--- config.mk ---
export PLATFORM = sky130hd
export DESIGN_NAME = pud_pixel_unpack
export DESIGN_NICKNAME = d
export VERILOG_FILES = /design/src/pkg/pud_pkg.sv /design/src/rtl/pud_pixel_unpack.sv
export SDC_FILE = /design/constraint.sdc
export NUM_CORES = 1
export LEC_CHECK = 0
export BUFFER_PORTS_ARGS = -buffer_cell sky130_fd_sc_hd__buf_2
export CORE_UTILIZATION = 40
export DETAILED_ROUTE_END_ITERATION = 12
export GPL_ROUTABILITY_DRIVEN = 0
export PLACE_DENSITY = 0.65
export SLEW_MARGIN = 20
export SYNTH_ARGS = -nofsm -noshare
export SYNTH_HDL_FRONTEND = slang
export SYNTH_SLANG_ARGS = --single-unit
--- constraint.sdc ---
create_clock -name clock -period 3.7 [get_ports clock]
set_input_delay 0 -clock clock [delete_from_list [all_inputs] [get_ports clock]]
set_output_delay 0 -clock clock [all_outputs]
set_load 0.02 [all_outputs]
--- src/pkg/pud_pkg.sv ---
package pud_pkg;

	// Register indices; byte address is four times the index
	localparam logic [7:0] IDX_PIXEL_FORMAT    = 8'h0A;
	localparam logic [7:0] IDX_SIXTEEN_CTRL    = 8'h0C;
	localparam logic [7:0] IDX_MISC_ONE        = 8'h70;
	localparam logic [7:0] IDX_MISC_THREE      = 8'h72;
	localparam logic [7:0] IDX_KEY_DBUF_CTRL   = 8'h78;
	localparam logic [7:0] IDX_PACKED_CTRL     = 8'h0D;
	localparam logic [7:0] IDX_THIRTY_TWO_CTRL = 8'h0E;
	localparam logic [7:0] IDX_PIXEL_MASK      = 8'h03;
	localparam logic [7:0] IDX_PALETTE_CTRL    = 8'h1C;
	localparam logic [7:0] IDX_KEY_VALUE       = 8'h7A;
	localparam logic [7:0] IDX_KEY_MASK        = 8'h7B;
	localparam logic [7:0] IDX_STATUS          = 8'h7F;
	localparam int         ADR_WIDTH           = 10;
	localparam int         ADR_LSB             = 2;

	// Field positions
	localparam int BIT_DBUF_ENABLE      = 0;
	localparam int BIT_KEY_OR_SUPPRESS  = 0;
	localparam int BIT_FMT_565          = 1;
	localparam int BIT_LOW_FILL         = 2;
	localparam int BIT_CONTIG_ADDR      = 5;
	localparam int BIT_PATH16_LO        = 6;
	localparam int BIT_MEM_WIDTH_64     = 0;
	localparam int BIT_PACKED_PATH      = 0;
	localparam int BIT_PATH32_LO        = 0;
	localparam int BIT_BYPASS_POL32     = 2;
	localparam int BIT_OVERLAY_PATH     = 3;
	localparam int PARTITION_LO         = 0;

	// Reset values of every writable register
	localparam logic [7:0] REG_RESET    = 8'h00;
	localparam logic [7:0] MASK_RESET   = 8'hFF;

	// Pixel format codes and colour-path codes
	localparam logic [2:0] FMT_SIXTEEN  = 3'h4;
	localparam logic [2:0] FMT_PACKED   = 3'h5;
	localparam logic [2:0] FMT_THIRTY2  = 3'h6;
	localparam logic [1:0] PATH_INDIRECT = 2'h0;
	localparam logic [1:0] PATH_DYNAMIC  = 2'h1;
	localparam logic [1:0] PATH_DIRECT   = 2'h3;

	// Packed group: accesses and pixels per group; default port width
	localparam int PACKED_ACCESSES   = 3;
	localparam int PACKED_PIXELS     = 8;
	localparam int PORT_WIDTH_DEF    = 64;

	// Active pixel unpacking mode
	typedef enum logic [1:0] {
		MODE_IDLE   = 2'b00,
		MODE_DBUF   = 2'b01,
		MODE_PACKED = 2'b10,
		MODE_WIDE   = 2'b11
	} pud_mode_e;

	// One unpacked pixel toward the palette or converters
	typedef struct packed {
		logic       direct;
		logic [7:0] red;
		logic [7:0] green;
		logic [7:0] blue;
	} pud_pixel_s;

	// Effective controls derived from the register bank
	typedef struct packed {
		logic       suppress;
		logic       keyOn;
		logic [1:0] path16;
		logic       lowFill;
		logic       contig;
		logic [2:0] partition;
		logic       packedPath;
		logic [1:0] path32;
		logic       bypassPol;
		logic       overlayPath;
		logic [7:0] pixMask;
		logic [7:0] keyValue;
		logic [7:0] keyMask;
	} pud_ctrl_s;

endpackage

--- src/rtl/pud_pixel_unpack.sv ---
// Added by the designer: register access over Wishbone.
`timescale 1ns/1ps
module pud_pixel_unpack #(
	parameter int PORT_WIDTH = pud_pkg::PORT_WIDTH_DEF
) (
	input  wire logic                           clock,
	input  wire logic                           arst_n,
	input  wire logic                           wb_cyc_i,
	input  wire logic                           wb_stb_i,
	input  wire logic                           wb_we_i,
	input  wire logic [pud_pkg::ADR_WIDTH-1:0]  wb_adr_i,
	input  wire logic [3:0]                     wb_sel_i,
	input  wire logic [31:0]                    wb_dat_i,
	output logic      [31:0]                    wb_dat_o,
	output logic                                wb_ack_o,
	input  wire logic [PORT_WIDTH-1:0]          memoryInputBits,
	input  wire logic                           shiftClockIn,
	input  wire logic                           lineStart,
	output pud_pkg::pud_pixel_s                 pixelOut,
	output logic                                pixelValid,
	output logic      [2:0]                     shiftClockFormat
);

	// Only the full 64-bit port is built
	if (PORT_WIDTH != 64) begin : g_bad_width
		$error("pud_pixel_unpack: PORT_WIDTH must be 64");
	end

	localparam int BUF_BITS = PORT_WIDTH * pud_pkg::PACKED_ACCESSES;

	// Register bank
	logic [7:0] pixelFormatSelect_ff;       // Format code in low bits
	logic [7:0] sixteenBitPixelControl_ff;  // Fill, addressing, path
	logic [7:0] miscControlOne_ff;          // Memory width select
	logic [7:0] miscControlThree_ff;        // Double-buffer enable
	logic [7:0] keyAndDoubleBufferCtrl_ff;  // Key enable or suppress
	logic [7:0] packedControl_ff;           // Packed path
	logic [7:0] thirtyTwoControl_ff;        // 32 BPP paths and polarity
	logic [7:0] pixelMask_ff;               // Pixel mask
	logic [7:0] paletteControl_ff;          // Partition
	logic [7:0] keyValue_ff;                // Key value
	logic [7:0] keyMask_ff;                 // Key mask

	// Bus decode
	logic                               busReq;       // New request, no ack yet
	logic [pud_pkg::ADR_WIDTH-3:0]      regIndex;     // Word index
	logic                               wrLow;        // Write on byte lane 0
	logic [7:0]                         nxt_readData; // Read mux result
	logic                               lastSelect_ff; // Last buffer chosen

	assign busReq   = wb_cyc_i && wb_stb_i && !wb_ack_o;
	assign regIndex = wb_adr_i[pud_pkg::ADR_WIDTH-1:pud_pkg::ADR_LSB];
	assign wrLow    = busReq && wb_we_i && wb_sel_i[0];

	// Synchronised link signals
	logic [PORT_WIDTH-1:0] dataMeta_ff;   // First stage, read only by next
	logic [PORT_WIDTH-1:0] dataSync_ff;   // Stable pixel word
	logic [1:0]            sclkMeta_ff;   // First stage of clock and line
	logic [1:0]            sclkSync_ff;   // Second stage
	logic [1:0]            sclkPrev_ff;   // For edge detection
	logic                  sclkRise;      // Access strobe
	logic                  lineRise;      // Line begins

	// Mode and effective controls
	pud_pkg::pud_mode_e mode;
	pud_pkg::pud_ctrl_s ctl;
	logic               dbActive;
	logic               wide64;

	// Unpack pipeline
	logic [BUF_BITS-1:0] packBuf_ff;     // Packed accumulation
	logic [BUF_BITS-1:0] workBuf_ff;     // Word(s) being emitted
	logic [1:0]          packPhase_ff;   // Access within packed triple
	logic [3:0]          emitLeft_ff;    // Pixels still to send
	logic [2:0]          emitIdx_ff;     // Next pixel position
	pud_pkg::pud_mode_e  workMode_ff;    // Mode latched with the data

	// Register writes, one byte lane
	always_ff @(posedge clock or negedge arst_n) begin
		if (!arst_n) begin
			pixelFormatSelect_ff      <= pud_pkg::REG_RESET;
			sixteenBitPixelControl_ff <= pud_pkg::REG_RESET;
			miscControlOne_ff         <= pud_pkg::REG_RESET;
			miscControlThree_ff       <= pud_pkg::REG_RESET;
			keyAndDoubleBufferCtrl_ff <= pud_pkg::REG_RESET;
			packedControl_ff          <= pud_pkg::REG_RESET;
			thirtyTwoControl_ff       <= pud_pkg::REG_RESET;
			pixelMask_ff              <= pud_pkg::MASK_RESET;
			paletteControl_ff         <= pud_pkg::REG_RESET;
			keyValue_ff               <= pud_pkg::REG_RESET;
			keyMask_ff                <= pud_pkg::MASK_RESET;
		end else if (wrLow) begin
			// Unmapped and status writes are dropped
			case (regIndex)
				pud_pkg::IDX_PIXEL_FORMAT:    pixelFormatSelect_ff      <= wb_dat_i[7:0];
				pud_pkg::IDX_SIXTEEN_CTRL:    sixteenBitPixelControl_ff <= wb_dat_i[7:0];
				pud_pkg::IDX_MISC_ONE:        miscControlOne_ff         <= wb_dat_i[7:0];
				pud_pkg::IDX_MISC_THREE:      miscControlThree_ff       <= wb_dat_i[7:0];
				pud_pkg::IDX_KEY_DBUF_CTRL:   keyAndDoubleBufferCtrl_ff <= wb_dat_i[7:0];
				pud_pkg::IDX_PACKED_CTRL:     packedControl_ff          <= wb_dat_i[7:0];
				pud_pkg::IDX_THIRTY_TWO_CTRL: thirtyTwoControl_ff       <= wb_dat_i[7:0];
				pud_pkg::IDX_PIXEL_MASK:      pixelMask_ff              <= wb_dat_i[7:0];
				pud_pkg::IDX_PALETTE_CTRL:    paletteControl_ff         <= wb_dat_i[7:0];
				pud_pkg::IDX_KEY_VALUE:       keyValue_ff               <= wb_dat_i[7:0];
				pud_pkg::IDX_KEY_MASK:        keyMask_ff                <= wb_dat_i[7:0];
				default: ;
			endcase
		end
	end

	// Read mux; unmapped addresses read zero
	always_comb begin
		case (regIndex)
			pud_pkg::IDX_PIXEL_FORMAT:    nxt_readData = pixelFormatSelect_ff;
			pud_pkg::IDX_SIXTEEN_CTRL:    nxt_readData = sixteenBitPixelControl_ff;
			pud_pkg::IDX_MISC_ONE:        nxt_readData = miscControlOne_ff;
			pud_pkg::IDX_MISC_THREE:      nxt_readData = miscControlThree_ff;
			pud_pkg::IDX_KEY_DBUF_CTRL:   nxt_readData = keyAndDoubleBufferCtrl_ff;
			pud_pkg::IDX_PACKED_CTRL:     nxt_readData = packedControl_ff;
			pud_pkg::IDX_THIRTY_TWO_CTRL: nxt_readData = thirtyTwoControl_ff;
			pud_pkg::IDX_PIXEL_MASK:      nxt_readData = pixelMask_ff;
			pud_pkg::IDX_PALETTE_CTRL:    nxt_readData = paletteControl_ff;
			pud_pkg::IDX_KEY_VALUE:       nxt_readData = keyValue_ff;
			pud_pkg::IDX_KEY_MASK:        nxt_readData = keyMask_ff;
			// Live state: mode, phase, key enable and last buffer
			pud_pkg::IDX_STATUS:
				nxt_readData = {2'h0, mode, packPhase_ff, ctl.keyOn, lastSelect_ff};
			default:                      nxt_readData = 8'h00;
		endcase
	end

	// Wishbone answer one cycle after the request, dropped next cycle
	always_ff @(posedge clock or negedge arst_n) begin
		if (!arst_n) begin
			wb_ack_o <= 1'b0;
			wb_dat_o <= 32'h0000_0000;
		end else begin
			wb_ack_o <= busReq;
			wb_dat_o <= busReq ? {24'h00_0000, nxt_readData} : 32'h0000_0000;
		end
	end

	// Bit 0 of key control has two meanings by mode
	assign dbActive = miscControlThree_ff[pud_pkg::BIT_DBUF_ENABLE]
		&& (pixelFormatSelect_ff[2:0] == pud_pkg::FMT_SIXTEEN);
	assign wide64   = miscControlOne_ff[pud_pkg::BIT_MEM_WIDTH_64];

	// Derived controls
	always_comb begin
		ctl.suppress    = dbActive && keyAndDoubleBufferCtrl_ff[pud_pkg::BIT_KEY_OR_SUPPRESS];
		ctl.keyOn       = !dbActive && keyAndDoubleBufferCtrl_ff[pud_pkg::BIT_KEY_OR_SUPPRESS];
		ctl.path16      = sixteenBitPixelControl_ff[pud_pkg::BIT_PATH16_LO +: 2];
		ctl.lowFill     = sixteenBitPixelControl_ff[pud_pkg::BIT_LOW_FILL];
		ctl.contig      = sixteenBitPixelControl_ff[pud_pkg::BIT_CONTIG_ADDR];
		ctl.partition   = paletteControl_ff[pud_pkg::PARTITION_LO +: 3];
		ctl.packedPath  = packedControl_ff[pud_pkg::BIT_PACKED_PATH];
		ctl.path32      = thirtyTwoControl_ff[pud_pkg::BIT_PATH32_LO +: 2];
		ctl.bypassPol   = thirtyTwoControl_ff[pud_pkg::BIT_BYPASS_POL32];
		ctl.overlayPath = thirtyTwoControl_ff[pud_pkg::BIT_OVERLAY_PATH];
		ctl.pixMask     = pixelMask_ff;
		ctl.keyValue    = keyValue_ff;
		ctl.keyMask     = keyMask_ff;
	end

	// Mode from format code; other formats are handled elsewhere
	always_comb begin
		if (dbActive) begin
			mode = pud_pkg::MODE_DBUF;
		end else if (pixelFormatSelect_ff[2:0] == pud_pkg::FMT_PACKED) begin
			mode = pud_pkg::MODE_PACKED;
		end else if (pixelFormatSelect_ff[2:0] == pud_pkg::FMT_THIRTY2) begin
			mode = pud_pkg::MODE_WIDE;
		end else begin
			mode = pud_pkg::MODE_IDLE;
		end
	end

	// Two-stage synchronisers for pixel word, shift clock and line start
	always_ff @(posedge clock or negedge arst_n) begin
		if (!arst_n) begin
			dataMeta_ff <= '0;
			dataSync_ff <= '0;
			sclkMeta_ff <= 2'h0;
			sclkSync_ff <= 2'h0;
			sclkPrev_ff <= 2'h0;
		end else begin
			dataMeta_ff <= memoryInputBits;
			dataSync_ff <= dataMeta_ff;
			sclkMeta_ff <= {lineStart, shiftClockIn};
			sclkSync_ff <= sclkMeta_ff;
			sclkPrev_ff <= sclkSync_ff;
		end
	end

	assign sclkRise = sclkSync_ff[0] && !sclkPrev_ff[0];
	assign lineRise = sclkSync_ff[1] && !sclkPrev_ff[1];

	// 555 to 24 bits: split, then route indirect or direct
	function automatic pud_pkg::pud_pixel_s conv555(input logic [14:0] p,
		input pud_pkg::pud_ctrl_s c);
		pud_pkg::pud_pixel_s o;
		logic [4:0] r;
		logic [4:0] g;
		logic [4:0] b;
		r = p[14:10];
		g = p[9:5];
		b = p[4:0];
		o.direct = (c.path16 == pud_pkg::PATH_DIRECT);
		if (o.direct) begin
			// Linear fill copies the top bits; zero fill cannot reach full scale
			o.red   = {r, c.lowFill ? r[4:2] : 3'h0};
			o.green = {g, c.lowFill ? g[4:2] : 3'h0};
			o.blue  = {b, c.lowFill ? b[4:2] : 3'h0};
		end else if (c.contig) begin
			o.red   = {c.partition, r};
			o.green = {c.partition, g};
			o.blue  = {c.partition, b};
		end else begin
			// Sparse: pixel bits are the high address bits
			o.red   = {r, 3'h0};
			o.green = {g, 3'h0};
			o.blue  = {b, 3'h0};
		end
		return o;
	endfunction

	// Three colour bytes through one path
	function automatic pud_pkg::pud_pixel_s route24(input logic [23:0] p,
		input logic direct, input logic maskBoth, input logic [7:0] m);
		pud_pkg::pud_pixel_s o;
		logic [7:0] k;
		k = (direct && !maskBoth) ? 8'hFF : m;
		o.direct = direct;
		o.blue   = p[7:0] & k;
		o.green  = p[15:8] & k;
		o.red    = p[23:16] & k;
		return o;
	endfunction

	// One 32-bit group in 32 BPP
	function automatic pud_pkg::pud_pixel_s conv32(input logic [31:0] p,
		input pud_pkg::pud_ctrl_s c);
		pud_pkg::pud_pixel_s o;
		logic [7:0] ovl;
		logic       match;
		logic       dyn;
		ovl   = p[31:24];
		match = (ovl & c.keyMask) == (c.keyValue & c.keyMask);
		dyn   = !c.keyOn && (c.path32 == pud_pkg::PATH_DYNAMIC);
		if (c.keyOn && !match) begin
			// Overlay byte drives all three channels
			o.direct = c.overlayPath;
			o.red    = c.overlayPath ? ovl : (ovl & c.pixMask);
			o.green  = o.red;
			o.blue   = o.red;
		end else if (dyn) begin
			// Bits above bit 24 are ignored
			o = route24(p[23:0], p[24] ^ c.bypassPol, 1'b1, c.pixMask);
		end else begin
			o = route24(p[23:0], c.path32 == pud_pkg::PATH_DIRECT, 1'b0, c.pixMask);
		end
		return o;
	endfunction

	// Capture accesses and hand them to the emitter
	always_ff @(posedge clock or negedge arst_n) begin
		if (!arst_n) begin
			packBuf_ff   <= '0;
			workBuf_ff   <= '0;
			packPhase_ff <= 2'h0;
			emitLeft_ff  <= 4'h0;
			emitIdx_ff   <= 3'h0;
			workMode_ff  <= pud_pkg::MODE_IDLE;
		end else if (lineRise) begin
			packPhase_ff <= 2'h0;
			emitLeft_ff  <= 4'h0;
		end else if (sclkRise && mode == pud_pkg::MODE_PACKED) begin
			// Pixels may straddle accesses, so wait for all three
			packBuf_ff[PORT_WIDTH*packPhase_ff +: PORT_WIDTH] <= dataSync_ff;
			if (packPhase_ff == 2'(pud_pkg::PACKED_ACCESSES - 1)) begin
				packPhase_ff <= 2'h0;
				workBuf_ff   <= {dataSync_ff, packBuf_ff[2*PORT_WIDTH-1:0]};
				emitLeft_ff  <= 4'(pud_pkg::PACKED_PIXELS);
				emitIdx_ff   <= 3'h0;
				workMode_ff  <= pud_pkg::MODE_PACKED;
			end else begin
				packPhase_ff <= packPhase_ff + 2'h1;
				emitLeft_ff  <= 4'h0;
			end
		end else if (sclkRise && mode != pud_pkg::MODE_IDLE) begin
			// One pixel per 32-bit group, two on a 64-bit port
			workBuf_ff  <= {{(BUF_BITS-PORT_WIDTH){1'b0}}, dataSync_ff};
			emitLeft_ff <= wide64 ? 4'h2 : 4'h1;
			emitIdx_ff  <= 3'h0;
			workMode_ff <= mode;
		end else if (emitLeft_ff != 4'h0) begin
			emitLeft_ff <= emitLeft_ff - 4'h1;
			emitIdx_ff  <= emitIdx_ff + 3'h1;
		end
	end

	// Emit one pixel per clock from the work buffer
	always_ff @(posedge clock or negedge arst_n) begin
		if (!arst_n) begin
			pixelOut      <= '0;
			pixelValid    <= 1'b0;
			lastSelect_ff <= 1'b0;
		end else if (emitLeft_ff != 4'h0 && !lineRise && !sclkRise) begin
			pixelValid <= 1'b1;
			unique case (workMode_ff)
				pud_pkg::MODE_DBUF: begin
					// Select bit 0 is A, 1 is B; suppress forces A
					if (ctl.suppress || !workBuf_ff[32*emitIdx_ff + 31]) begin
						pixelOut      <= conv555(workBuf_ff[32*emitIdx_ff +: 15], ctl);
						lastSelect_ff <= 1'b0;
					end else begin
						pixelOut      <= conv555(workBuf_ff[32*emitIdx_ff + 16 +: 15], ctl);
						lastSelect_ff <= 1'b1;
					end
				end
				pud_pkg::MODE_PACKED:
					pixelOut <= route24(workBuf_ff[24*emitIdx_ff +: 24],
						ctl.packedPath, 1'b0, ctl.pixMask);
				pud_pkg::MODE_WIDE:
					pixelOut <= conv32(workBuf_ff[32*emitIdx_ff +: 32], ctl);
				pud_pkg::MODE_IDLE:
					pixelValid <= 1'b0;
			endcase
		end else begin
			pixelValid <= 1'b0;
		end
	end

	// Shift clock generator timing: double buffer uses the 32 BPP figures
	always_ff @(posedge clock or negedge arst_n) begin
		if (!arst_n) begin
			shiftClockFormat <= 3'h0;
		end else begin
			shiftClockFormat <= dbActive ? pud_pkg::FMT_THIRTY2 : pixelFormatSelect_ff[2:0];
		end
	end

endmodule // pud_pixel_unpack

==> results.py <==
metrics = {
    "run_status": {
        "status": "complete, no violations",
    },
    "cts": {
        "clock-root-buffer": "clkbuf_16",
        "cts.repair.resized": 0,
        "cts_tree": "yes",
        "insertion_delay_ns": 0.61,
        "ctsHtreeMaxLevel": 3,
        "post-cts-setup-buffers": 0,
        "cts_buffers": 67,
        "max-clock-path-buffers": 3,
        "clk_pin_slew_worst_paths_ns": 0.06,
        "cts.sinks": 592,
    },
    "worst_setup_path": {
        "reg2regPathDepth": 9,
        "r2r_slack_ns": 0.30,
        "cp_max_fo": 39,
        "crit_type": "reg -> reg",
        "rr_endpoint": "pixelOut[14]",
        "arrival_ns": 3.88,
        "critical_path.endpoint": "pixelOut[14]",
        "endpoint_kind": "flop",
        "timing.rr.start": "emitIdx_ff[0]",
        "start_kind": "flop",
        "cp-startpoint": "emitIdx_ff[0]",
        "critPathRequiredTime_ns": 4.18,
    },
    "sta": {
        "hold_slack_ns": 0.0328,
        "period_needed_ns": 3.40,
        "hold_viol": 0,
        "period_share_pct": 92.0,
        "tightestPinTransition_ns": 1.01,
        "tns_ns": 0,
        "finalSetupViolations": 0,
        "maxSlewViolCount": 0,
        "skew_ns": 0.0217,
        "slew_headroom_pct": 32.8,
        "fmax_mhz": 294,
        "rsz0062_at_grt": "no",
    },
    "logic_synthesis": {
        "ys.flop_type": "dfrtp_1",
        "avgSynthCellArea_um2": 11.3,
        "synth_seq_cells": 592,
        "syn-cell-area_um2": 26000,
        "ys_seq_area_share_pct": 57.1,
        "synth_edf_count": 0,
        "synth_warnings": 0,
        "synthCells": 2307,
        "postSynth.asyncResetShare_pct": 100,
        "ys_types": 63,
    },
    "floorplanning": {
        "dieHeight_um": 257,
        "rows": 93,
        "dieWidth_um": 257,
        "dieArea_um2": 66000,
        "core-area_um2": 64300,
        "start_util_pct": 40.4,
        "pin_count": 179,
    },
    "routing": {
        "wl_per_cell_um": 22.8,
        "drt_iter0_drc": 2219,
        "dr.pass1.iters": 8,
        "ant_nets": 0,
        "vias_per_cell": 5.75,
        "vias": 19400,
        "drt-total-wl_um": 76900,
        "drc_errors": 0,
    },
    "flow_run": {
        "maxCapViolCount": 0,
    },
    "power": {
        "leakage_nw": 14.0,
        "pwr-share-comb_pct": 15.8,
        "p_clk_share_pct": 41.4,
        "finalPower_mw": 16.1,
        "vdd_drop_max_mv": 0.319,
        "swShare_pct": 28.0,
        "seq_power_share_pct": 42.8,
        "internal_power_mw": 11.6,
        "power_switching_mw": 4.52,
        "powerDensity_nw_per_um2": 526,
    },
    "global_route": {
        "grt_remaining_overflow": 0,
        "grt_usage_pct": 23.5,
        "grt_pass1_vias": 19000,
        "antenna_found_initial": 0,
        "grt_pass1_wl_um": 119000,
        "grt_max_degree": 131,
    },
    "finish": {
        "stdcell_area_um2": 30700,
        "area_delta_synth_final_pct": 18.0,
        "n_antenna_cell": 0,
        "fin_nets": 2595,
        "layout-drive-gt1-share_pct": 19.9,
    },
    "place": {
        "place_area_um2": 27700,
        "portBuffers": 125,
        "dp_hpwl_um": 52500,
    },
    "worst_hold_path": {
        "timing.hold.worst.class": "in -> reg",
    },
}
==> worst max-delay path: stages (launching register included) <==
cell       delay (ns)
dfrtp_4          0.85
buf_4            0.32
mux2i_1          0.11
a221oi_2         0.55
mux2i_1          0.22
a2111oi_4        0.27
a31oi_4          0.14
buf_12           0.19
a31o_1           0.23
o32a_1           0.36
==> stage by stage <==
step	utilization, %	worst slack [ns]	cells
after floorplan	-	0.925	2330
after global placement	43.0	0.417	3179
after detailed placement	43.0	0.384	3179
after CTS	47.7	0.368	3376
after global routing	47.7	0.180	3376
final	47.7	0.296	3376
==> power groups by stage <==
stage               registers, mW  clock network, mW  logic [mW]
floorplan                    6.79                  0        1.83
global placement             7.01                  0        2.40
detailed placement           7.02                  0        2.46
CTS                          6.90               6.84        2.53
global route                 6.92               7.11        2.74
finish                       6.90               6.69        2.55
==> synthesized netlist by cell type, drive strengths merged, types with 5 or more instances <==
library cell | instances | area, um^2
dfrtp | 576 | 14400
nand2 | 461 | 1730
o21ai | 180 | 901
nor2 | 143 | 537
clkbuf | 140 | 526
a22o | 132 | 1160
mux2 | 92 | 1040
a31oi | 76 | 490
mux2i | 74 | 741
mux4 | 68 | 1530
buf | 58 | 370
a21oi | 37 | 185
a22oi | 23 | 173
nor3 | 23 | 115
a221oi | 17 | 180
nand2b | 17 | 106
dfstp | 16 | 420
o21a | 16 | 120
o32a | 15 | 150
o211ai | 10 | 75.1
nand3 | 9 | 45.0
nor2b | 9 | 56.3
or3 | 9 | 56.3
a222oi | 8 | 80.1
ha | 8 | 100
inv | 8 | 30.0
xor2 | 7 | 61.3
a31o | 6 | 52.6
o22ai | 6 | 37.5
a41oi | 5 | 43.8
and3 | 5 | 31.3
o32ai | 5 | 43.8
==> logic make-up (layout without fill, tap and decap cells) <==
family / count (synthesis) / count (layout) / synth area share [%]
multiplexers: 234 / 234 / 12.7
buffers and inverters: 207 / 398 / 3.58
adder cells (fa/ha/maj): 8 / 8 / 0.385
XOR/XNOR: 11 / 11 / 0.371
other: 1 / 24 / 0.0144
AND/OR/NAND/NOR: 697 / 697 / 10.9
flip-flops: 592 / 592 / 57.1
AO/OA/AOI/OAI: 557 / 557 / 15.0
==> routing by layer <==
metal / global-route usage, % / up-vias / part of all wire (%) / wire [um]
met4: 10.5 / 0 / 4.6 / 3570
met5: 0 / - / 0 / 0
li1: - / 8556 / - / -
met1: 32.4 / 9753 / 42 / 32400
met3: 4.02 / 204 / 6.9 / 5280
met2: 36.6 / 913 / 46 / 35600
==> cells in the final DEF, fill, tap and decap left out, drive strengths merged, types with 9 or more instances in the layout <==
| cell type | netlist | routed |
|---|---|---|
| o21ai | 180 | 180 |
| buf | 58 | 192 |
| dfrtp | 576 | 576 |
| mux2 | 92 | 92 |
| mux2i | 74 | 74 |
| a22oi | 23 | 23 |
| a22o | 132 | 132 |
| inv | 8 | 17 |
| conb | 1 | 24 |
| o211ai | 10 | 10 |
| mux4 | 68 | 68 |
| nand3 | 9 | 9 |
| o21a | 16 | 16 |
| clkinv | 1 | 19 |
| clkbuf | 140 | 85 |
| o32a | 15 | 15 |
| nor3 | 23 | 23 |
| dlygate4sd3 | 0 | 77 |
| nor2b | 9 | 9 |
| a31oi | 76 | 76 |
| nand2 | 461 | 461 |
| dfstp | 16 | 16 |
| nand2b | 17 | 17 |
| or3 | 9 | 9 |
| nor2 | 143 | 143 |
| a221oi | 17 | 17 |
| a21oi | 37 | 37 |
==> how the worst min path moves through the flow <==
stage / slack (ns) / cells after the start / end / from
after floorplan: -0.30 / 0 / dataMeta_ff[0] / arst_n
after global placement: 0.11 / 1 / dataMeta_ff[45] / memoryInputBits[45]
after detailed placement: 0.11 / 1 / dataMeta_ff[26] / memoryInputBits[26]
after CTS: 0.002 / 2 / dataMeta_ff[4] / memoryInputBits[4]
after global routing: 0.02 / 2 / dataMeta_ff[56] / memoryInputBits[56]
final: 0.03 / 2 / dataMeta_ff[4] / memoryInputBits[4]
==> state kept, by name, indices dropped and copies added, names as in the netlist, 3 cells and up <==
register / count
keyMask_ff: 8
emitLeft_ff: 4
packBuf_ff: 128
miscControlThree_ff: 8
pixelOut: 25
dataMeta_ff: 64
workBuf_ff: 192
packedControl_ff: 8
pixelFormatSelect_ff: 8
paletteControl_ff: 8
wb_dat_o: 8
keyValue_ff: 8
dataSync_ff: 64
shiftClockFormat: 3
emitIdx_ff: 3
miscControlOne_ff: 8
sixteenBitPixelControl_ff: 8
pixelMask_ff: 8
keyAndDoubleBufferCtrl_ff: 8
thirtyTwoControl_ff: 8
==> final cells by class <==
| type | count | area [um^2] |
|---|---|---|
| fillers | 5681 | 33700 |
| flip-flops and latches | 592 | 14800 |
| multi-input cells | 1531 | 10400 |
| repair buffers | 269 | 2110 |
| clock buffers | 85 | 1870 |
| well taps | 855 | 1070 |
| clock inverters | 35 | 359 |
| inverters | 9 | 33.8 |
==> repair_timing <==
action | CTS | global route
setup endpoints to repair | 0 | 0
hold buffers | 77 | 0
endpoints found under the hold margin | 260 | 0
Note: power is estimated with default switching activity, not from simulation.
